$ cat config.mk
export PLATFORM = sky130hd
export DESIGN_NAME = bpcs_peak_regs
export DESIGN_NICKNAME = d
export VERILOG_FILES = /design/src/rtl/bpcs_peak_regs.v /design/src/rtl/bpcs_range_shadow.v
export VERILOG_INCLUDE_DIRS = /design/src /design/src/rtl
export SDC_FILE = /design/constraint.sdc
export NUM_CORES = 1
export LEC_CHECK = 0
export ABC_AREA = 1
export BUFFER_PORTS_ARGS = -buffer_cell sky130_fd_sc_hd__buf_4
export CAP_MARGIN = 20
export CORE_UTILIZATION = 50
export CTS_BUF_LIST = sky130_fd_sc_hd__clkbuf_8 sky130_fd_sc_hd__clkbuf_16
export CTS_CLUSTER_SIZE = 12
export DETAILED_ROUTE_END_ITERATION = 6
export PLACE_DENSITY = 0.78
export RECOVER_POWER = 25
export SYNTH_ARGS = -nofsm -noshare
export SYNTH_HDL_FRONTEND = slang
export SYNTH_SLANG_ARGS = --single-unit
$ cat constraint.sdc
create_clock -name core_clk -period 0.9 [get_ports core_clk]
set_input_delay 0.09 -clock core_clk [delete_from_list [all_inputs] [get_ports core_clk]]
set_output_delay 0.09 -clock core_clk [all_outputs]
set_load 0.005 [all_outputs]
$ cat src/rtl/bpcs_regs.vh
// register offsets, field positions and reset values of the peak-current bank
`ifndef BPCS_REGS_VH
`define BPCS_REGS_VH
`define BPCS_ADDR_IDLE        5'h00
`define BPCS_ADDR_CH1_PEAK    5'h01
`define BPCS_ADDR_CH2_PEAK    5'h02
`define BPCS_ADDR_RANGE       5'h03
`define BPCS_DATA_ZERO        10'h000
`define BPCS_IDLE_ALL_ONES    10'h3FF
`define BPCS_SETPOINT_RESET   9'h000
`define BPCS_RANGE_RESET      3'h0
`define BPCS_RANGE_MAX        3'h4
`define BPCS_SETPOINT_MSB     8
`define BPCS_CH1_LOWV_BIT     7
`define BPCS_CH2_LOWV_BIT     6
`define BPCS_CH1_RANGE_MSB    5
`define BPCS_CH1_RANGE_LSB    3
`define BPCS_CH2_RANGE_MSB    2
`define BPCS_CH2_RANGE_LSB    0
`define BPCS_SETPOINT_LSB     0
`define BPCS_RANGE_W          3
`define BPCS_CHANNELS         2
`define BPCS_LOWV_RESET       1'b0
`define BPCS_FLAG_RESET       1'b0
`define BPCS_FIXED_ZERO_ONE   1'b0
`define BPCS_FIXED_ZERO_TWO   2'b00
`endif

$ cat src/rtl/bpcs_peak_regs.v
// peak-current setting registers 0x00 to 0x03 of the dual buck driver
`timescale 1ns/1ps
`include "bpcs_regs.vh"
// Summary of operation
// - idle register always reads zero whatever was written
// - in daisy-chain mode writing all ones to idle register selects star mode
// - channel-one setpoint is bits 8..0 of 0x01, bit 9 reads zero
// - channel-two setpoint is bits 8..0 of 0x02, bit 9 reads zero
// - peak current scales linearly with code; range doubles the current
// - channel-one range codes 000..100 mean ranges one to five
// - channel-one range becomes active only on next channel-one setpoint write
// - channel-one bit allows low-side pre-driver at low LED voltage
// - channel-two bit allows low-side pre-driver at low LED voltage
// - channel-two range codes 000..100 mean ranges one to five
// - channel-two range becomes active only on next channel-two setpoint write
module bpcs_peak_regs (
    // clock and reset
    input  wire       core_clk,
    input  wire       rst_n,
    // register access from the serial front end, same clock
    input  wire [4:0] reg_addr,
    input  wire       reg_wr,
    input  wire [9:0] reg_wdata,
    input  wire       reg_rd,
    output reg  [9:0] reg_rdata,
    // serial interface mode
    input  wire       daisy_mode,
    output wire       star_mode_req,
    // analog controls
    output reg  [8:0] ch1_peak_setpoint,
    output reg  [8:0] ch2_peak_setpoint,
    output wire [2:0] ch1_range_select,
    output wire [2:0] ch2_range_select,
    output reg        ch1_lowside_lowvolt_enable,
    output reg        ch2_lowside_lowvolt_enable,
    // active range code is beyond range five, set on the setpoint write that activates it
    output wire       ch1_range_invalid,
    output wire       ch2_range_invalid
);
    // write strobes, one per mapped register
    wire       wr_idle;
    wire       wr_ch1;
    wire       wr_ch2;
    wire       wr_range;

    // both channels side by side, channel one in the low slice
    wire [1:0] setpoint_we_all;
    wire [5:0] range_field_all;
    wire [5:0] range_shadow_all;
    wire [5:0] range_active_all;
    wire [1:0] range_invalid_all;

    // channel copies of the shadow, for readback only
    wire [2:0] ch1_range_shadow;
    wire [2:0] ch2_range_shadow;

    // read multiplexer output, registered on a read strobe
    reg  [9:0] next_rdata;

    // address decode for writes
    function addr_hit;
        input [4:0] a;
        input [4:0] target;
        begin
            addr_hit = (a == target);
        end
    endfunction

    assign wr_idle  = reg_wr && addr_hit(reg_addr, `BPCS_ADDR_IDLE);
    assign wr_ch1   = reg_wr && addr_hit(reg_addr, `BPCS_ADDR_CH1_PEAK);
    assign wr_ch2   = reg_wr && addr_hit(reg_addr, `BPCS_ADDR_CH2_PEAK);
    assign wr_range = reg_wr && addr_hit(reg_addr, `BPCS_ADDR_RANGE);

    // one-cycle request to the serial front end; it owns the mode itself
    assign star_mode_req = wr_idle && daisy_mode
                           && (reg_wdata == `BPCS_IDLE_ALL_ONES);

    // setpoints; bit 9 of the written word is not stored, so it reads zero
    always @(posedge core_clk or negedge rst_n)
    begin
        if (!rst_n)
        begin
            ch1_peak_setpoint <= `BPCS_SETPOINT_RESET;
            ch2_peak_setpoint <= `BPCS_SETPOINT_RESET;
        end
        else
        begin
            if (wr_ch1)
            begin
                ch1_peak_setpoint <= reg_wdata[`BPCS_SETPOINT_MSB:`BPCS_SETPOINT_LSB];
            end
            if (wr_ch2)
            begin
                ch2_peak_setpoint <= reg_wdata[`BPCS_SETPOINT_MSB:`BPCS_SETPOINT_LSB];
            end
        end
    end

    // low-voltage enables act at once; unlike the range they need no shadow
    always @(posedge core_clk or negedge rst_n)
    begin
        if (!rst_n)
        begin
            ch1_lowside_lowvolt_enable <= `BPCS_LOWV_RESET;
            ch2_lowside_lowvolt_enable <= `BPCS_LOWV_RESET;
        end
        else if (wr_range)
        begin
            ch1_lowside_lowvolt_enable <= reg_wdata[`BPCS_CH1_LOWV_BIT];
            ch2_lowside_lowvolt_enable <= reg_wdata[`BPCS_CH2_LOWV_BIT];
        end
    end

    // per-channel strobes and fields gathered so one loop serves both
    assign setpoint_we_all = {wr_ch2, wr_ch1};
    assign range_field_all = {reg_wdata[`BPCS_CH2_RANGE_MSB:`BPCS_CH2_RANGE_LSB],
                              reg_wdata[`BPCS_CH1_RANGE_MSB:`BPCS_CH1_RANGE_LSB]};

    // codes above range five have no meaning for the current sense
    function code_unlisted;
        input [2:0] code;
        begin
            code_unlisted = (code > `BPCS_RANGE_MAX);
        end
    endfunction

    // range shadows; the analog side sees only the active copy
    // both channels share the range strobe, each has its own setpoint strobe
    genvar g;
    generate
        for (g = 0; g < `BPCS_CHANNELS; g = g + 1)
        begin : gen_chan
            wire [2:0] field;
            wire [2:0] pending;
            reg        unlisted;

            assign field = range_field_all[g*`BPCS_RANGE_W +: `BPCS_RANGE_W];

            bpcs_range_shadow u_range (
                .core_clk     (core_clk),
                .rst_n        (rst_n),
                .range_we     (wr_range),
                .range_wdata  (field),
                .setpoint_we  (setpoint_we_all[g]),
                .range_shadow (range_shadow_all[g*`BPCS_RANGE_W +: `BPCS_RANGE_W]),
                .range_active (range_active_all[g*`BPCS_RANGE_W +: `BPCS_RANGE_W])
            );

            // the range a setpoint write would activate in this cycle;
            // range and setpoint never share a cycle, the mux keeps it exact anyway
            assign pending = wr_range ? field
                                      : range_shadow_all[g*`BPCS_RANGE_W +: `BPCS_RANGE_W];

            // flag kept beside the active copy so both change on one edge;
            // codes five to seven are stored, so a bad host write shows, not hides
            always @(posedge core_clk or negedge rst_n)
            begin
                if (!rst_n)
                begin
                    unlisted <= `BPCS_FLAG_RESET;
                end
                else if (setpoint_we_all[g])
                begin
                    unlisted <= code_unlisted(pending);
                end
            end

            assign range_invalid_all[g] = unlisted;
        end
    endgenerate

    // channel one sits in the low slice of each gathered bus
    assign ch1_range_shadow  = range_shadow_all[`BPCS_RANGE_W-1:0];
    assign ch2_range_shadow  = range_shadow_all[2*`BPCS_RANGE_W-1:`BPCS_RANGE_W];
    assign ch1_range_select  = range_active_all[`BPCS_RANGE_W-1:0];
    assign ch2_range_select  = range_active_all[2*`BPCS_RANGE_W-1:`BPCS_RANGE_W];

    // unlisted codes are passed on unchanged but flagged
    assign ch1_range_invalid = range_invalid_all[0];
    assign ch2_range_invalid = range_invalid_all[1];

    // read multiplexer; idle and unmapped addresses return zero
    // a read in the same cycle as a write returns the old contents
    always @*
    begin
        next_rdata = `BPCS_DATA_ZERO;
        if (addr_hit(reg_addr, `BPCS_ADDR_CH1_PEAK))
        begin
            next_rdata = {`BPCS_FIXED_ZERO_ONE, ch1_peak_setpoint};
        end
        else if (addr_hit(reg_addr, `BPCS_ADDR_CH2_PEAK))
        begin
            next_rdata = {`BPCS_FIXED_ZERO_ONE, ch2_peak_setpoint};
        end
        else if (addr_hit(reg_addr, `BPCS_ADDR_RANGE))
        begin
            // readback shows the written shadow, not the active range
            next_rdata = {`BPCS_FIXED_ZERO_TWO, ch1_lowside_lowvolt_enable,
                          ch2_lowside_lowvolt_enable, ch1_range_shadow,
                          ch2_range_shadow};
        end
        else
        begin
            next_rdata = `BPCS_DATA_ZERO;
        end
    end

    // read data held until the next read strobe
    always @(posedge core_clk or negedge rst_n)
    begin
        if (!rst_n)
        begin
            reg_rdata <= `BPCS_DATA_ZERO;
        end
        else if (reg_rd)
        begin
            reg_rdata <= next_rdata;
        end
    end
endmodule

$ cat src/rtl/bpcs_range_shadow.v
// one channel's range selector with its shadow and active copies
`timescale 1ns/1ps
`include "bpcs_regs.vh"
module bpcs_range_shadow (
    // clock and reset
    input  wire       core_clk,
    input  wire       rst_n,
    // register writes
    input  wire       range_we,
    input  wire [2:0] range_wdata,
    input  wire       setpoint_we,
    // copies
    output reg  [2:0] range_shadow,
    output reg  [2:0] range_active
);
    // a write of the setpoint in the same cycle as the range takes the new range
    wire [2:0] next_shadow;
    assign next_shadow = range_we ? range_wdata : range_shadow;

    // shadow follows software, active follows only on a setpoint write
    always @(posedge core_clk or negedge rst_n)
    begin
        if (!rst_n)
        begin
            range_shadow <= `BPCS_RANGE_RESET;
            range_active <= `BPCS_RANGE_RESET;
        end
        else
        begin
            range_shadow <= next_shadow;
            if (setpoint_we)
            begin
                range_active <= next_shadow;
            end
        end
    end
endmodule

==> qor.yml <==
first_pass_iters: 5
via_per_inst: 5.23
io_pins: 59
power_frac_seq: 0.459
end_kind: "flop"
drc: 0
p_clk_frac: 0.221
drt_iter0_drc: 126
use_met2: 0.450
fin_ws_ps: -138
synth_seq_cells: 43
drive_above_1_share: 0.434
final_common_cell: "buf_4"
max_freq_ghz: 0.964
dp_hpwl_um: 3630
grt_pass1_vias: 1816
root_buffer: "clkbuf_8"
cp.required_ps: 1100
clkTransAtPathRegs_ps: 80
fin_crit_sh: 1.15
critPathLaunchType: "flop"
postRouteAntennaNets: 0
p_leak_uw: 0.00159
coreArea_um2: 3740
n_antenna_cell: 0
peakVddDrop_uv: 1140
grt_pass1_wl_um: 8380
clock_skew_ps: 8.98
grt.total_usage: 0.270
internal_power_uw: 3940
grt_antenna_before_repair: 0
finalNonFillerCells: 382
syn_to_final_growth_pct: 56.1
status: "finished with violations"
clock_latency_ps: 300
gp_routability_congestion: 0.839
finalSetupViolCount: 37
final_cell_mix: "48 x buf_4, 46 x buf_6, 43 x dfrtp_1"
gr-total-overflow: 0
top_usage_layer: "met2"
cp_common_cell: "nor2_1"
io_buffers: 57
path_max_fanout: 2
critPathSlowestCell: "dfrtp_1"
cts_max_level: 2
slew_headroom: 0.644
p_per_area_nw_per_um2: 1790
start_util: 0.535
finalCriticalPeriod_ps: 1040
place_ws_ps: -264
combPwrFrac: 0.320
numClockSinks: 43
synth_warnings: 0
syn_avg_cell_area_um2: 8.42
wl_per_cell_um: 15.3
wirelength_um: 5860
cts_tree: "done"
postLayoutCoreUtil: 0.836
cts_buffer_depth: 2
dp.cells: 357
grt_max_degree: 44
worstReg2RegStart: "ch2_peak_setpoint[0]"
min_path_type: "input pin to flop"
synthDistinctLibCells: 23
grt_setup_unrepaired: "yes"
fillers: 239
die_w_um: 65.3
yosysSeqAreaShare: 0.537
syn_nets: 258
violations: "negative setup slack"
numCtsBuffers: 5
drv_slew: 0
row_count: 22
crit_type: "flop to flop"
synth_cells: 238
die_area_um2: 4270
gr-usage-met1: 0.341
grt_use_met3: 0.0417
path_cells: "buf_4 > nand3_1 > o21ai_1 > nor2_1 > nor2_1"
syn-cell-area_um2: 2000
netSwitchingFraction: 0.296
chipHeight_um: 65.3
nets: 354
cap_violations: 0
power.switching_uw: 1660
hold_viol: 0
vias: 1998
worst_slew_pin_slew_ps: 534
arrival_ps: 1230
critPathLaunch: "ch2_peak_setpoint[0]"
slowest_delay_ps: 400
min_from: "reg_wdata[3]"
per-layer routing:
layer  up-vias  share of wire
met5         -              0
met4         0          0.026
met2        82           0.51
met1       962           0.40
met3        14          0.057
li1        940              -
worst max-delay path, delay by kind of cell, from the launching register on:
kind	cells	cell delay, ps
and+or+nand+nor	3	300
DFF	1	400
buffers and inverters	1	150
AOI/OAI and AO/OA	1	80
path summary, 6_finish.rpt:
path / to / slack [ps] / cells past startpoint
setup / recovery: reg_rdata[0] / -140 / 5
hold / removal: ch1_peak_setpoint[3] / 100 / 3
setup reg to reg: reg_rdata[0] / -140 / 5
hold reg to reg: gen_chan[1].u_range.range_active[1] / 520 / 2
max in group asynchronous: gen_chan[0].u_range.range_shadow[1] / 110 / 3
min in group asynchronous: reg_rdata[5] / 420 / 3
cells in the mapped netlist:
cell type  number  area, µm²
nand2_1        48        180
dfrtp_1        43       1080
inv_1          36        135
nor2_1         27        101
o21ai_0        19       95.1
o21ai_1        17       85.1
nand3_1        13       65.1
o21ai_2         5       43.8
nor2_2          4       25.0
buf_2           3       15.0
nand3_2         3       30.0
nand4_1         3       18.8
buf_4           2       15.0
buf_6           2       22.5
inv_2           2       7.51
nand4_2         2       25.0
nor2_4          2       22.5
o22ai_1         2       12.5
clkbuf_1        1       3.75
conb_1          1       3.75
nand2_2         1       6.26
nor4_1          1       6.26
o22a_1          1       8.76
state kept, by name, indices dropped and copies added, names as in the netlist:
register                       flops
reg_rdata                          9
gen_chan.u_range.range_active      6
ch1_lowside_lowvolt_enable         1
ch2_lowside_lowvolt_enable         1
ch1_peak_setpoint                  9
ch2_range_invalid                  1
ch1_range_invalid                  1
gen_chan.u_range.range_shadow      6
ch2_peak_setpoint                  9
kinds of logic after synthesis:
logic type      synth area share
simple gates               0.240
buf+inv                   0.0992
compound gates             0.122
flops                      0.537
other cells              0.00187
power by group through the flow:
stage	clock network (µW)	registers [µW]	logic (µW)
finish	1240	2570	1790
global route	1320	2610	1950
CTS	1250	2560	1630
detailed placement	0	2540	1310
global placement	0	2530	1280
floorplan	0	2540	497
metrics by stage:
| stage | area, µm² | power, µW | setup TNS (ps) | hold WS [ps] |
|---|---|---|---|---|
| floorplan | 2010 | 3040 | 0 | -206 |
| global placement | 2630 | 3810 | -6740 | 66.0 |
| detailed placement | 2630 | 3860 | -7800 | 65.4 |
| CTS | 2980 | 5440 | -994 | 80.5 |
| global route | 3130 | 5880 | -2490 | 121 |
| finish | 3130 | 5590 | -982 | 102 |
final cells by class:
class	count	area, µm²	area share
clock buffer	6	82.6	0.0264
clock inverter	1	5.00	0.00160
sequential	43	1080	0.344
tap	48	60.1	0.0192
timing repair buffer	97	916	0.293
inverter	38	143	0.0456
multi-input combinational	149	846	0.270
what timing repair did:
| action | CTS | global route |
|---|---|---|
| setup endpoints to repair | 39 | 52 |
| hold endpoints to repair | 43 | 0 |
| gates resized for setup | 44 | 38 |
| hold buffers | 1 | 0 |
| pin swaps | 2 | 16 |
| buffers inserted | 11 | 6 |
Note: power is estimated with default switching activity, not from simulation.
